**src/design/crs_pkg.sv**
```systemverilog
// Purpose: Shared constants and carrier types of the CPU register set
// Assumes: One 20 MHz clock, active-low asynchronous reset
// Notes: System registers are selected by a 5-bit number
package crs_pkg;
	localparam int CLK_MHZ = 20;
	localparam int CLK_PERIOD_NS = 1000 / CLK_MHZ;
	localparam int INSTR_TIME_NS = 50;
	localparam int INSTR_CYCLES =
		(INSTR_TIME_NS + CLK_PERIOD_NS - 1) / CLK_PERIOD_NS;
	localparam int PIPE_STAGES = 5;
	localparam int XLEN = 32;
	localparam int GPR_NUM = 32;
	localparam int PC_W = 24;
	localparam int PHYS_W = 22;
	localparam int PSW_W = 8;
	localparam int CODE_W = 16;
	localparam int CAUSE_NMI_LSB = 16;

	localparam logic [4:0] SR_EXC_PC = 5'h00;
	localparam logic [4:0] SR_EXC_ST = 5'h01;
	localparam logic [4:0] SR_NMI_PC = 5'h02;
	localparam logic [4:0] SR_NMI_ST = 5'h03;
	localparam logic [4:0] SR_CAUSE = 5'h04;
	localparam logic [4:0] SR_PSW = 5'h05;

	localparam int PSW_Z = 0;
	localparam int PSW_S = 1;
	localparam int PSW_OV = 2;
	localparam int PSW_CY = 3;
	localparam int PSW_SAT = 4;
	localparam int PSW_ID = 5;
	localparam int PSW_EXC = 6;
	localparam int PSW_NP = 7;

	localparam logic [PC_W-1:0] PC_RST = 24'h000000;
	localparam logic [PSW_W-1:0] PSW_RST = 8'h00;
	localparam logic [XLEN-1:0] SAVE_RST = 32'h00000000;
	localparam logic [XLEN-1:0] CAUSE_RST = 32'h00000000;

	typedef enum logic [1:0] {SH_LEFT, SH_RIGHT, SH_ARITH} crs_shop_t;
	typedef enum logic [1:0] {BIT_SET, BIT_CLR, BIT_NOT, BIT_TST} crs_bitop_t;

	typedef struct packed {
		logic go;
		crs_shop_t op;
		logic [XLEN-1:0] data;
		logic [4:0] amt;
	} crs_sh_req_t;

	typedef struct packed {
		logic go;
		crs_bitop_t op;
		logic [7:0] octet;
		logic [2:0] pos;
	} crs_bit_req_t;

	typedef struct packed {
		logic we;
		logic [4:0] idx;
		logic [XLEN-1:0] data;
	} crs_gpr_wr_t;

	typedef struct packed {
		logic we;
		logic re;
		logic [4:0] idx;
		logic [XLEN-1:0] wdata;
	} crs_sr_req_t;

	typedef struct packed {
		logic exc;
		logic [CODE_W-1:0] exc_code;
		logic nmi;
		logic [CODE_W-1:0] nmi_code;
		logic reti;
	} crs_evt_t;

	typedef struct packed {
		logic we;
		logic z;
		logic s;
		logic ov;
		logic cy;
		logic saturation_flag;
	} crs_flags_t;

	typedef struct packed {
		logic add;
		logic [PC_W-1:0] offset;
		logic load;
		logic [PC_W-1:0] target;
	} crs_pc_req_t;
endpackage : crs_pkg

```
**src/design/crs_gpr_file.sv**
```systemverilog
// Purpose: Thirty-two general-purpose registers, two reads, one write
// Assumes: Reads are combinational, the caller registers them
// Notes: Register zero has no storage
module crs_gpr_file
(
	// Clock and reset
	input wire logic clk_i,
	input wire logic nrst_i,
	// Write port
	input wire crs_pkg::crs_gpr_wr_t wr_i,
	// Read ports
	input wire logic [4:0] rd_a_idx_i,
	input wire logic [4:0] rd_b_idx_i,
	output logic [crs_pkg::XLEN-1:0] rd_a_o,
	output logic [crs_pkg::XLEN-1:0] rd_b_o
);
	typedef struct packed {
		logic [crs_pkg::GPR_NUM-1:1][crs_pkg::XLEN-1:0] r;
	} crs_gpr_st_t;

	crs_gpr_st_t q;
	crs_gpr_st_t d;

	function automatic logic [crs_pkg::XLEN-1:0] gpr_sel(
		input crs_gpr_st_t s,
		input logic [4:0] idx
	);
		// Register zero always reads as zero
		if (idx == 5'h00)
			gpr_sel = 32'h00000000;
		else
			gpr_sel = s.r[idx];
	endfunction : gpr_sel

	always_comb
	begin
		d = q;
		// Writes to register zero fall through unstored
		for (int i = 1; i < crs_pkg::GPR_NUM; i++)
		begin
			if (wr_i.we && wr_i.idx == 5'(i))
				d.r[i] = wr_i.data;
		end
	end

	always_ff @(posedge clk_i or negedge nrst_i)
	begin
		if (!nrst_i)
			q <= '0;
		else
			q <= d;
	end

	assign rd_a_o = gpr_sel(q, rd_a_idx_i);
	assign rd_b_o = gpr_sel(q, rd_b_idx_i);
endmodule : crs_gpr_file

```
**src/design/crs_shift_bit.sv**
```systemverilog
// Purpose: One-cycle barrel shifter and single-bit manipulation unit
// Assumes: Purely combinational, results registered by the caller
// Notes: Zero output is the inverse of the addressed bit before the op
module crs_shift_bit
(
	// Requests
	input wire crs_pkg::crs_sh_req_t sh_req_i,
	input wire crs_pkg::crs_bit_req_t bit_req_i,
	// Results
	output logic [crs_pkg::XLEN-1:0] sh_res_o,
	output logic [7:0] bit_res_o,
	output logic bit_zero_o
);
	logic [7:0] mask;

	always_comb
	begin
		mask = 8'h01 << bit_req_i.pos;
		// Full-width shift in one pass
		case (sh_req_i.op)
			crs_pkg::SH_LEFT: sh_res_o = sh_req_i.data << sh_req_i.amt;
			crs_pkg::SH_RIGHT: sh_res_o = sh_req_i.data >> sh_req_i.amt;
			crs_pkg::SH_ARITH:
				sh_res_o = $signed(sh_req_i.data) >>> sh_req_i.amt;
			default: sh_res_o = sh_req_i.data;
		endcase
		// Set, clear, invert and test of one bit
		case (bit_req_i.op)
			crs_pkg::BIT_SET: bit_res_o = bit_req_i.octet | mask;
			crs_pkg::BIT_CLR: bit_res_o = bit_req_i.octet & ~mask;
			crs_pkg::BIT_NOT: bit_res_o = bit_req_i.octet ^ mask;
			crs_pkg::BIT_TST: bit_res_o = bit_req_i.octet;
			default: bit_res_o = bit_req_i.octet;
		endcase
		bit_zero_o = ~|(bit_req_i.octet & mask);
	end
endmodule : crs_shift_bit

```
**src/design/crs_regs.sv**
```systemverilog
// Purpose: CPU register set with program counter and system registers
// Assumes: Pipeline control drives requests synchronous to clk_i
// Notes: All outputs registered; reads show the state before the edge
module crs_regs
(
	// Clock and reset
	input wire logic clk_i,
	input wire logic nrst_i,
	// Pipeline and program counter control
	input wire logic issue_i,
	input wire crs_pkg::crs_pc_req_t pc_req_i,
	output logic retire_o,
	output logic [crs_pkg::XLEN-1:0] pc_o,
	output logic pc_unimpl_o,
	// General registers
	input wire crs_pkg::crs_gpr_wr_t gpr_wr_i,
	input wire logic [4:0] rd_a_idx_i,
	input wire logic [4:0] rd_b_idx_i,
	output logic [crs_pkg::XLEN-1:0] rd_a_o,
	output logic [crs_pkg::XLEN-1:0] rd_b_o,
	// Shifter and bit unit
	input wire crs_pkg::crs_sh_req_t sh_req_i,
	input wire crs_pkg::crs_bit_req_t bit_req_i,
	output logic [crs_pkg::XLEN-1:0] sh_res_o,
	output logic [7:0] bit_res_o,
	output logic bit_zero_o,
	// System registers, events and flags
	input wire crs_pkg::crs_sr_req_t sr_req_i,
	input wire crs_pkg::crs_evt_t evt_i,
	input wire crs_pkg::crs_flags_t flags_i,
	output logic [crs_pkg::XLEN-1:0] sr_rdata_o,
	output logic [crs_pkg::XLEN-1:0] psw_o
);
	typedef struct packed {
		logic [crs_pkg::PIPE_STAGES-1:0] pipe;
		logic [crs_pkg::PC_W-1:0] pc;
		logic pc_unimpl;
		logic [crs_pkg::XLEN-1:0] exc_pc;
		logic [crs_pkg::XLEN-1:0] exc_st;
		logic [crs_pkg::XLEN-1:0] nmi_pc;
		logic [crs_pkg::XLEN-1:0] nmi_st;
		logic [crs_pkg::XLEN-1:0] cause;
		logic [crs_pkg::PSW_W-1:0] program_status_word;
		logic [crs_pkg::XLEN-1:0] rd_a;
		logic [crs_pkg::XLEN-1:0] rd_b;
		logic [crs_pkg::XLEN-1:0] sh_res;
		logic [7:0] bit_res;
		logic bit_zero;
		logic [crs_pkg::XLEN-1:0] sr_rdata;
	} crs_top_st_t;

	localparam crs_top_st_t ST_RST = '{
		pipe: '0,
		pc: crs_pkg::PC_RST,
		pc_unimpl: 1'b0,
		exc_pc: crs_pkg::SAVE_RST,
		exc_st: crs_pkg::SAVE_RST,
		nmi_pc: crs_pkg::SAVE_RST,
		nmi_st: crs_pkg::SAVE_RST,
		cause: crs_pkg::CAUSE_RST,
		program_status_word: crs_pkg::PSW_RST,
		rd_a: '0,
		rd_b: '0,
		sh_res: '0,
		bit_res: '0,
		bit_zero: 1'b0,
		sr_rdata: '0
	};

	crs_top_st_t q;
	crs_top_st_t d;
	logic [crs_pkg::XLEN-1:0] gpr_a;
	logic [crs_pkg::XLEN-1:0] gpr_b;
	logic [crs_pkg::XLEN-1:0] sh_res;
	logic [7:0] bit_res;
	logic bit_zero;

	crs_gpr_file u_gpr
	(
		.clk_i(clk_i),
		.nrst_i(nrst_i),
		.wr_i(gpr_wr_i),
		.rd_a_idx_i(rd_a_idx_i),
		.rd_b_idx_i(rd_b_idx_i),
		.rd_a_o(gpr_a),
		.rd_b_o(gpr_b)
	);

	crs_shift_bit u_alu
	(
		.sh_req_i(sh_req_i),
		.bit_req_i(bit_req_i),
		.sh_res_o(sh_res),
		.bit_res_o(bit_res),
		.bit_zero_o(bit_zero)
	);

	function automatic logic [crs_pkg::XLEN-1:0] sr_read(
		input crs_top_st_t s,
		input logic [4:0] idx
	);
		// Numbers 6 to 31 are reserved and read zero
		case (idx)
			crs_pkg::SR_EXC_PC: sr_read = s.exc_pc;
			crs_pkg::SR_EXC_ST: sr_read = s.exc_st;
			crs_pkg::SR_NMI_PC: sr_read = s.nmi_pc;
			crs_pkg::SR_NMI_ST: sr_read = s.nmi_st;
			crs_pkg::SR_CAUSE: sr_read = s.cause;
			crs_pkg::SR_PSW: sr_read = {24'h000000, s.program_status_word};
			default: sr_read = 32'h00000000;
		endcase
	endfunction : sr_read

	always_comb
	begin
		d = q;
		// One instruction enters per clock, each leaves five later
		d.pipe = {q.pipe[crs_pkg::PIPE_STAGES-2:0], issue_i};
		// 24-bit sum: carry out of bit 23 is lost
		if (pc_req_i.add)
			d.pc = q.pc + pc_req_i.offset;
		if (pc_req_i.load)
			d.pc = pc_req_i.target;
		d.rd_a = gpr_a;
		d.rd_b = gpr_b;
		if (sh_req_i.go)
			d.sh_res = sh_res;
		if (bit_req_i.go)
		begin
			d.bit_res = bit_res;
			d.bit_zero = bit_zero;
		end
		if (sr_req_i.re)
			d.sr_rdata = sr_read(q, sr_req_i.idx);
		// Load into the selected system register by number
		if (sr_req_i.we)
		begin
			case (sr_req_i.idx)
				crs_pkg::SR_EXC_PC: d.exc_pc = sr_req_i.wdata;
				crs_pkg::SR_EXC_ST: d.exc_st = sr_req_i.wdata;
				crs_pkg::SR_NMI_PC: d.nmi_pc = sr_req_i.wdata;
				crs_pkg::SR_NMI_ST: d.nmi_st = sr_req_i.wdata;
				crs_pkg::SR_CAUSE: d.cause = sr_req_i.wdata;
				crs_pkg::SR_PSW: d.program_status_word = sr_req_i.wdata[crs_pkg::PSW_W-1:0];
				default: d.cause = q.cause;
			endcase
		end
		// Flag updates follow the direct write so a new event wins
		if (flags_i.we)
		begin
			d.program_status_word[crs_pkg::PSW_Z] = flags_i.z;
			d.program_status_word[crs_pkg::PSW_S] = flags_i.s;
			d.program_status_word[crs_pkg::PSW_OV] = flags_i.ov;
			d.program_status_word[crs_pkg::PSW_CY] = flags_i.cy;
			if (flags_i.saturation_flag)
				d.program_status_word[crs_pkg::PSW_SAT] = 1'b1;
		end
		if (bit_req_i.go)
			d.program_status_word[crs_pkg::PSW_Z] = bit_zero;
		// Return restores from the pair that the active level used
		if (evt_i.reti)
		begin
			if (q.program_status_word[crs_pkg::PSW_NP])
			begin
				d.pc = q.nmi_pc[crs_pkg::PC_W-1:0];
				d.program_status_word = q.nmi_st[crs_pkg::PSW_W-1:0];
			end
			else
			begin
				d.pc = q.exc_pc[crs_pkg::PC_W-1:0];
				d.program_status_word = q.exc_st[crs_pkg::PSW_W-1:0];
			end
		end
		// NMI takes precedence over a coincident exception
		if (evt_i.nmi)
		begin
			d.nmi_pc = {8'h00, q.pc};
			d.nmi_st = {24'h000000, q.program_status_word};
			// Upper half takes the code, lower half untouched
			d.cause[crs_pkg::XLEN-1:crs_pkg::CAUSE_NMI_LSB] = evt_i.nmi_code;
			d.program_status_word[crs_pkg::PSW_NP] = 1'b1;
			d.program_status_word[crs_pkg::PSW_ID] = 1'b1;
		end
		else if (evt_i.exc)
		begin
			d.exc_pc = {8'h00, q.pc};
			d.exc_st = {24'h000000, q.program_status_word};
			d.cause[crs_pkg::CODE_W-1:0] = evt_i.exc_code;
			d.program_status_word[crs_pkg::PSW_EXC] = 1'b1;
			d.program_status_word[crs_pkg::PSW_ID] = 1'b1;
		end
		d.pc[0] = 1'b0;
		// Flags addresses beyond the 4 MB that is present
		d.pc_unimpl = |d.pc[crs_pkg::PC_W-1:crs_pkg::PHYS_W];
	end

	always_ff @(posedge clk_i or negedge nrst_i)
	begin
		if (!nrst_i)
			q <= ST_RST;
		else
			q <= d;
	end

	assign retire_o = q.pipe[crs_pkg::PIPE_STAGES-1];
	assign pc_o = {8'h00, q.pc};
	assign pc_unimpl_o = q.pc_unimpl;
	assign rd_a_o = q.rd_a;
	assign rd_b_o = q.rd_b;
	assign sh_res_o = q.sh_res;
	assign bit_res_o = q.bit_res;
	assign bit_zero_o = q.bit_zero;
	assign sr_rdata_o = q.sr_rdata;
	assign psw_o = {24'h000000, q.program_status_word};

	logic [crs_pkg::PC_W-1:0] pc_sum_chk;
	logic plain_exc;
	logic psw_wr;
	assign pc_sum_chk = (q.pc + pc_req_i.offset) & 24'hFFFFFE;
	assign plain_exc = evt_i.exc && !evt_i.nmi;
	assign psw_wr = sr_req_i.we && sr_req_i.idx == crs_pkg::SR_PSW;
endmodule : crs_regs

```
**config.mk**
```make
export PLATFORM = sky130hd
export DESIGN_NAME = crs_regs
export DESIGN_NICKNAME = d
export VERILOG_FILES = /design/src/design/crs_pkg.sv /design/src/design/crs_gpr_file.sv /design/src/design/crs_shift_bit.sv /design/src/design/crs_regs.sv
export SDC_FILE = /design/constraint.sdc
export NUM_CORES = 2
export LEC_CHECK = 0
export BUFFER_PORTS_ARGS = -buffer_cell sky130_fd_sc_hd__clkbuf_2
export CAP_MARGIN = 15
export CORE_ASPECT_RATIO = 0.8
export CORE_MARGIN = 8
export CORE_UTILIZATION = 40
export CTS_BUF_LIST = sky130_fd_sc_hd__clkbuf_16
export CTS_CLUSTER_DIAMETER = 120
export CTS_CLUSTER_SIZE = 8
export DETAILED_ROUTE_END_ITERATION = 8
export HOLD_SLACK_MARGIN = 0.03
export PLACE_DENSITY = 0.57
export SETUP_SLACK_MARGIN = 0.3
export SYNTH_ARGS = -nofsm -noshare
export SYNTH_HDL_FRONTEND = slang
export SYNTH_SLANG_ARGS = --single-unit
export TNS_END_PERCENT = 100
```
**constraint.sdc**
```tcl
create_clock -name clk_i -period 2.6 [get_ports clk_i]
set_input_delay 0.39 -clock clk_i [delete_from_list [all_inputs] [get_ports clk_i]]
set_output_delay 0.39 -clock clk_i [all_outputs]
set_load 0.05 [all_outputs]
```
Yosys cells after proc, flatten, opt, wreduce, memory -nomap -nowiden
Cells that the tools add are included.
{"block": "word_totals", "ff_bits": 1326, "latchBits": 0, "ramBits": 0, "romBits": 0, "input_bits": 235, "output_inout_bits": 203, "word_cells": 198, "mem_count": 0}
{"block": "op_classes", "add_sub_neg": 1, "mul": 0, "div_mod_pow": 0, "n_lt_le_gt_ge": 2, "eq_ne": 41, "n_shift": 4, "mux": 34, "bitwise_logic": 5, "reduce_logical": 59}
{"cell": "$bmux W32 S5", "n": 2}
{"cell": "$mux W32", "n": 9}
{"cell": "$pmux W32 S6", "n": 1}
{"cell": "$mux W168", "n": 1}
{"cell": "$mux W64", "n": 2}
{"cell": "$mux W24", "n": 4}
{"cell": "$pmux W32 S3", "n": 1}
{"cell": "$eq A5 B5 Y1 const B", "n": 16}
{"cell": "$mux W80", "n": 1}
{"cell": "$eq A5 B4 Y1 const B", "n": 8}
{"cell": "$mux W16", "n": 2}
{"cell": "$pmux W8 S4", "n": 1}
{"cell": "$shl A32 B5 Y32", "n": 1}
{"cell": "$shr A32 B5 Y32", "n": 1}
{"cell": "$sshr A32 B5 Y32", "n": 1}
{"cell": "$logic_and A1 B1 Y1", "n": 31}
{"cell": "$eq A5 B3 Y1 const B", "n": 6}
{"cell": "$add A24 B24 Y24", "n": 1}
{"cell": "$mux W8", "n": 3}
{"cell": "$eq A5 B2 Y1 const B", "n": 4}
{"cell": "$and A8 B8 Y8", "n": 2}
{"cell": "$reduce_bool A4 Y1", "n": 4}
{"cell": "$logic_not A5 Y1", "n": 3}
{"cell": "$reduce_bool A3 Y1", "n": 5}
{"cell": "other kinds (17)", "n": 36}

Depth between registers and ports, before layout
{"block": "logic_depth", "word_depth": 9, "ltp_mapped": 11, "depth_no_buf": 9}

Hierarchy
A second synthesis with hierarchy kept.
{"block": "unflattened", "hier_cells": 5891, "area_unflattened_um2": 76123.0}
{"module": "crs_gpr_file", "instances": 1, "cells_each": 3547, "area_per_inst_um2": 53471.3, "seq_area_each_um2": 24823.8}
{"module": "crs_regs", "instances": 1, "cells_each": 1658, "area_per_inst_um2": 17017.6, "seq_area_each_um2": 8358.0}
{"module": "crs_shift_bit", "instances": 1, "cells_each": 686, "area_per_inst_um2": 5634.2, "seq_area_each_um2": 0.0}

Worst setup path before layout
OpenSTA, ideal clock, no wires.
{"block": "synth_timing", "path_type": "flip-flop to flip-flop", "start": "reg q, in the netlist pc_o[1]", "end": "reg q, in the netlist pc_unimpl_o", "setup_ns": 0.124, "arrival_time_ns": 2.455, "required_time_ns": 2.476, "slack_ns": 0.021, "path_stages_with_launch": 10, "path_buffers": 0, "synth_period_minus_slack_ns": 2.579, "cell_sequence": "dfrtp_1 > ha_1 > fa_1 > a211oi_1 > o21ai_0 > o221a_2 > o21ai_0 > nand3b_1 > nand4_1 > or2_1"}
{"element": "from (decl)", "line": "crs_regs.sv:70", "rtl": "crs_top_st_t q;"}
{"element": "from (signal assigned)", "line": "crs_regs.sv:200", "rtl": "q <= ST_RST;"}
{"element": "from (signal assigned)", "line": "crs_regs.sv:202", "rtl": "q <= d;"}

==> results.md <==
Status:
- The flow ran to the end, and the final reports show no timing, DRC or antenna violations.

Critical path:
- For this run, the slowest stage of the critical path takes slightly above 400 ps.
- The reg-to-reg critical path startpoint is pc_o[1].
- Following the worst setup path forward leads to its endpoint at pc_unimpl_o.
- STA classifies the critical path endpoint as a flip-flop.
- Across all register-to-register paths, the minimum setup slack is 240 ps.
- The critical path goes through ha_4, fa_2, a211oi_2, o21ai_2, o221a_4, o21ai_2, buf_6, nand3b_1, nand4_1, or2_1.
- The startpoint of the worst setup timing path is pc_o[1].
- The launching element type of the critical path is a flip-flop.
- The most numerous cell type found on the critical path is sky130_fd_sc_hd__o21ai_2.
- For the worst flop-to-flop path, the logic depth is 10.
- The required arrival time at the worst endpoint is 3300 ps.
- The endpoint of the worst register-to-register path is pc_unimpl_o.
- The biggest fanout along the worst timing path is 4.
- The critical setup path kind is flip-flop to flip-flop.
- The arrival time of the worst setup path is a little over 3000 ps.
- The slowest cell on the critical path is sky130_fd_sc_hd__dfrtp_1.

Power and ir drop:
- In this run the static leakage power is 38.2 nW.
- The completed layout was analyzed and its total power is roughly 65 mW.
- Power spread over the standard cell area amounts to ~740 mW/mm2.
- The worst-case vdd ir drop is 0.670 mV.

Routing:
- Once detail routing completed, the nets flagged for antenna violations numbered 0.
- The per-cell routed wire length is 28.7 um.
- The vias per cell is 6.01.
- The number of DRC markers in iteration 0 is approximately 4500.
- Detailed routing inserted a total of 50500 vias.
- Summed over all layers, the routed wires come to 241 mm.
- The detailed-router iteration count before antenna repair is 7.
- The remaining routing DRC violations is 0.

Placed design:
- The half-perimeter wire length of the detailed placement result is about 150 mm.
- The placer congestion estimate is 0.916.
- The number of placed cells counting well taps is 8044.
- The placed instance area is 0.0808 mm2.
- Timing analysis after detailed placement gives a worst setup slack of -126 ps.
- During placement, the flow inserted port buffers numbering 402.

Cells and area:
- The final non-filler cell area is 0.0873 mm2.
- Cells with a size suffix above 1 make up 48.7% of the layout.
- Compared with the post-synthesis result, the final layout area differs by 17.3%.
- The utilization after layout is 47.2%.
- The layout has 16200 filler cells.
- In the final design database the tool counted 6228 nets.
- The non-filler instance count after layout is between 8000 and 9000.

Timing:
- The maximum clock frequency is 424 MHz.
- The shortest clock period the worst path allows after layout is between 2000 and 2500 ps.
- Across all setup checks in the final design, the least slack found is 241 ps.
- The number of max-slew violations in the final report is 0.
- Setup violations remaining at the end of the flow were counted as 0.
- Measured against its own limit, the worst slew margin works out to 29.6%.
- The final-layout worst hold slack is 87.3 ps.
- The worst-case clock skew is 21.5 ps.
- The summed negative setup slack over all endpoints is 0 ps.
- Setup repair after global routing could not meet its margin everywhere.
- The number of hold-slack violations in the final timing report is 0.
- The final cycle utilization of the critical path is 90.7%.
- At the pin with the least slew margin, the transition time is 1060 ps.

Die:
- The row count is 141.
- The die height is 402 um.
- The number of top-level pins is 438.
- Once the floorplan was initialized, standard cells occupied 40.3% of the core.
- The die covers 0.200 mm2.
- The chip width is between 400 and 500 um.
- The core region area is 0.185 mm2.

Synthesis:
- The cell count after synthesis is approximately 5500.
- The share of synthesized area in the top cell type comes to 44.6%.
- Yosys printed 0 warnings.
- The leading register cell type out of synthesis is sky130_fd_sc_hd__dfrtp_1.
- Sorting the synthesized cells by how often they occur yields 1326 x sky130_fd_sc_hd__dfrtp_1, 1147 x sky130_fd_sc_hd__mux2_2, 638 x sky130_fd_sc_hd__mux4_2.
- The number of different library cells used by synthesis comes to between 80 and 90.
- The fraction of synthesis flops using an asynchronous set or reset pin is 100%.
- The total of flip-flops plus latches after synthesis is 1326.
- The synthesized design spends more area on one cell type than any other, namely sky130_fd_sc_hd__dfrtp_1.
- The average instance in the mapped netlist occupies ~14 um2.
- The number of enable-type register cells in the synthesized netlist is 0.
- The library cell with the highest instance count after synthesis is sky130_fd_sc_hd__dfrtp_1.
- The mapped netlist covers around 0.074 mm2.
- The portion of the post-synthesis area used by sequential elements is ~45%.
- By area the synthesized netlist is led by sky130_fd_sc_hd__dfrtp_1 45%, sky130_fd_sc_hd__mux4_2 19%, sky130_fd_sc_hd__mux2_2 17%.

Run:
- The number of max-cap violations is 0.

Global routing:
- The largest net degree at the start of global routing is 93.
- The wire length of the first global-routing pass is roughly 360 mm.
- The number of global-route vias before repair was ~52000.
- After global routing the overflow that remains totals 0.
- Global routing used 23.6% of the available tracks.
- The initial antenna violation count is 12.

Clocking:
- The clock slew at the register clock pins of the worst setup and hold paths is 60 ps.
- TritonCTS built the clock tree.
- Clock tree synthesis selected as its root buffer the cell sky130_fd_sc_hd__clkbuf_16.
- The clock sink count is 1326.
- The longest clock path from root to sink contains 3 buffers.
- The clock reaches the later pin of the worst-skew pair after approximately 810 ps.
- The H-tree generated during clock tree synthesis spans 4 levels.
- The CTS buffer count is about 180.

Min path:
- The path class of the tightest hold or removal check is input pin to flip-flop.
- The depth of the worst hold-timing path is 5.
-- critical path: cells and delay by family (launching register included) --
kind | cells | cell delay [ps]
buffers and inverters | 1 | 130
adder cells (fa/ha/maj) | 2 | 530
AO/OA/AOI/OAI | 4 | 750
AND/OR/NAND/NOR | 3 | 430
flip-flops | 1 | 410
-- timing repair --
item / in CTS / in global routing
pin swaps: 7 / 10
buffers inserted: 4 / 6
cloned: 0 / 0
hold buffers: 136 / 0
endpoints found under the hold margin: 616 / 0
setup endpoints to repair: 11 / 14
resized for setup: 11 / 24
-- power by group --
group          switching (mW)  internal [mW]
Sequential               2.74           24.5
Combinational            7.68           8.45
Clock                    8.98           12.6
Total                    19.4           45.5
-- cells in the final DEF, fill, tap and decap left out, drive strengths merged, types with 29 or more instances in the layout --
cell type | netlist | routed
nor2 | 146 | 146
mux2 | 1149 | 1149
nand2 | 348 | 348
mux2i | 181 | 181
dfrtp | 1326 | 1326
buf | 412 | 435
a221oi | 43 | 43
inv | 105 | 112
dlygate4sd3 | 0 | 136
conb | 1 | 33
a22o | 75 | 75
ha | 46 | 46
o22ai | 42 | 42
o21ai | 174 | 174
a211oi | 33 | 33
a222oi | 29 | 29
mux4 | 638 | 638
a21oi | 160 | 160
clkbuf | 322 | 575
-- layer usage --
metal,up-vias,part of all wire [%],GRT usage [%],routed length (um)
li1,21400,-,-,-
met2,1964,49,39.2,118000
met5,-,0.0075,0,18
met1,26600,40,30.6,97400
met4,2,3.6,8.19,8600
met3,466,7.3,5.17,17500
-- area by class of cell --
type | count | area, um2 | area share, %
clock inverter | 15 | 208 | 0.238
inverter | 105 | 394 | 0.451
timing repair buffer | 959 | 8180 | 9.36
sequential | 1326 | 33200 | 38.0
multi-input combinational | 3370 | 37600 | 43.1
clock buffer | 187 | 4680 | 5.36
tap | 2431 | 3040 | 3.48
antenna | 6 | 15.0 | 0.0172
-- worst min path at each step --
stage,end,startpoint
6_report,pc_o[23],pc_req_i[23]
4_1_cts,sh_res_o[20],sh_req_i[25]
5_1_grt,sh_res_o[17],sh_req_i[22]
3_3_place_gp,d[334],d[333]
3_5_place_dp,retire_o,d[334]
2_1_floorplan,bit_res_o[0],nrst_i
-- cells by family (layout without fill, tap and decap cells) --
kind of cell,count (synthesis),after routing,share of synthesized area (%)
buffers and inverters,839,1266,5.63
DFF,1326,1326,44.6
AOI/OAI and AO/OA,682,682,6.11
adders and majority gates,47,47,0.800
other,1,39,0.00504
muxes,1968,1968,39.1
xor gates and xnor gates,16,16,0.188
and+or+nand+nor,624,624,3.59
-- flip-flops by register name, summed over array words and instances, names as in the netlist --
register     flops
u_gpr.q        992
bit_zero_o       1
bit_res_o        8
sh_res_o        32
psw_o            8
d                4
rd_a_o          32
pc_unimpl_o      1
q              160
pc_o            23
rd_b_o          32
retire_o         1
sr_rdata_o      32
Power figures use the tool's default switching activity.
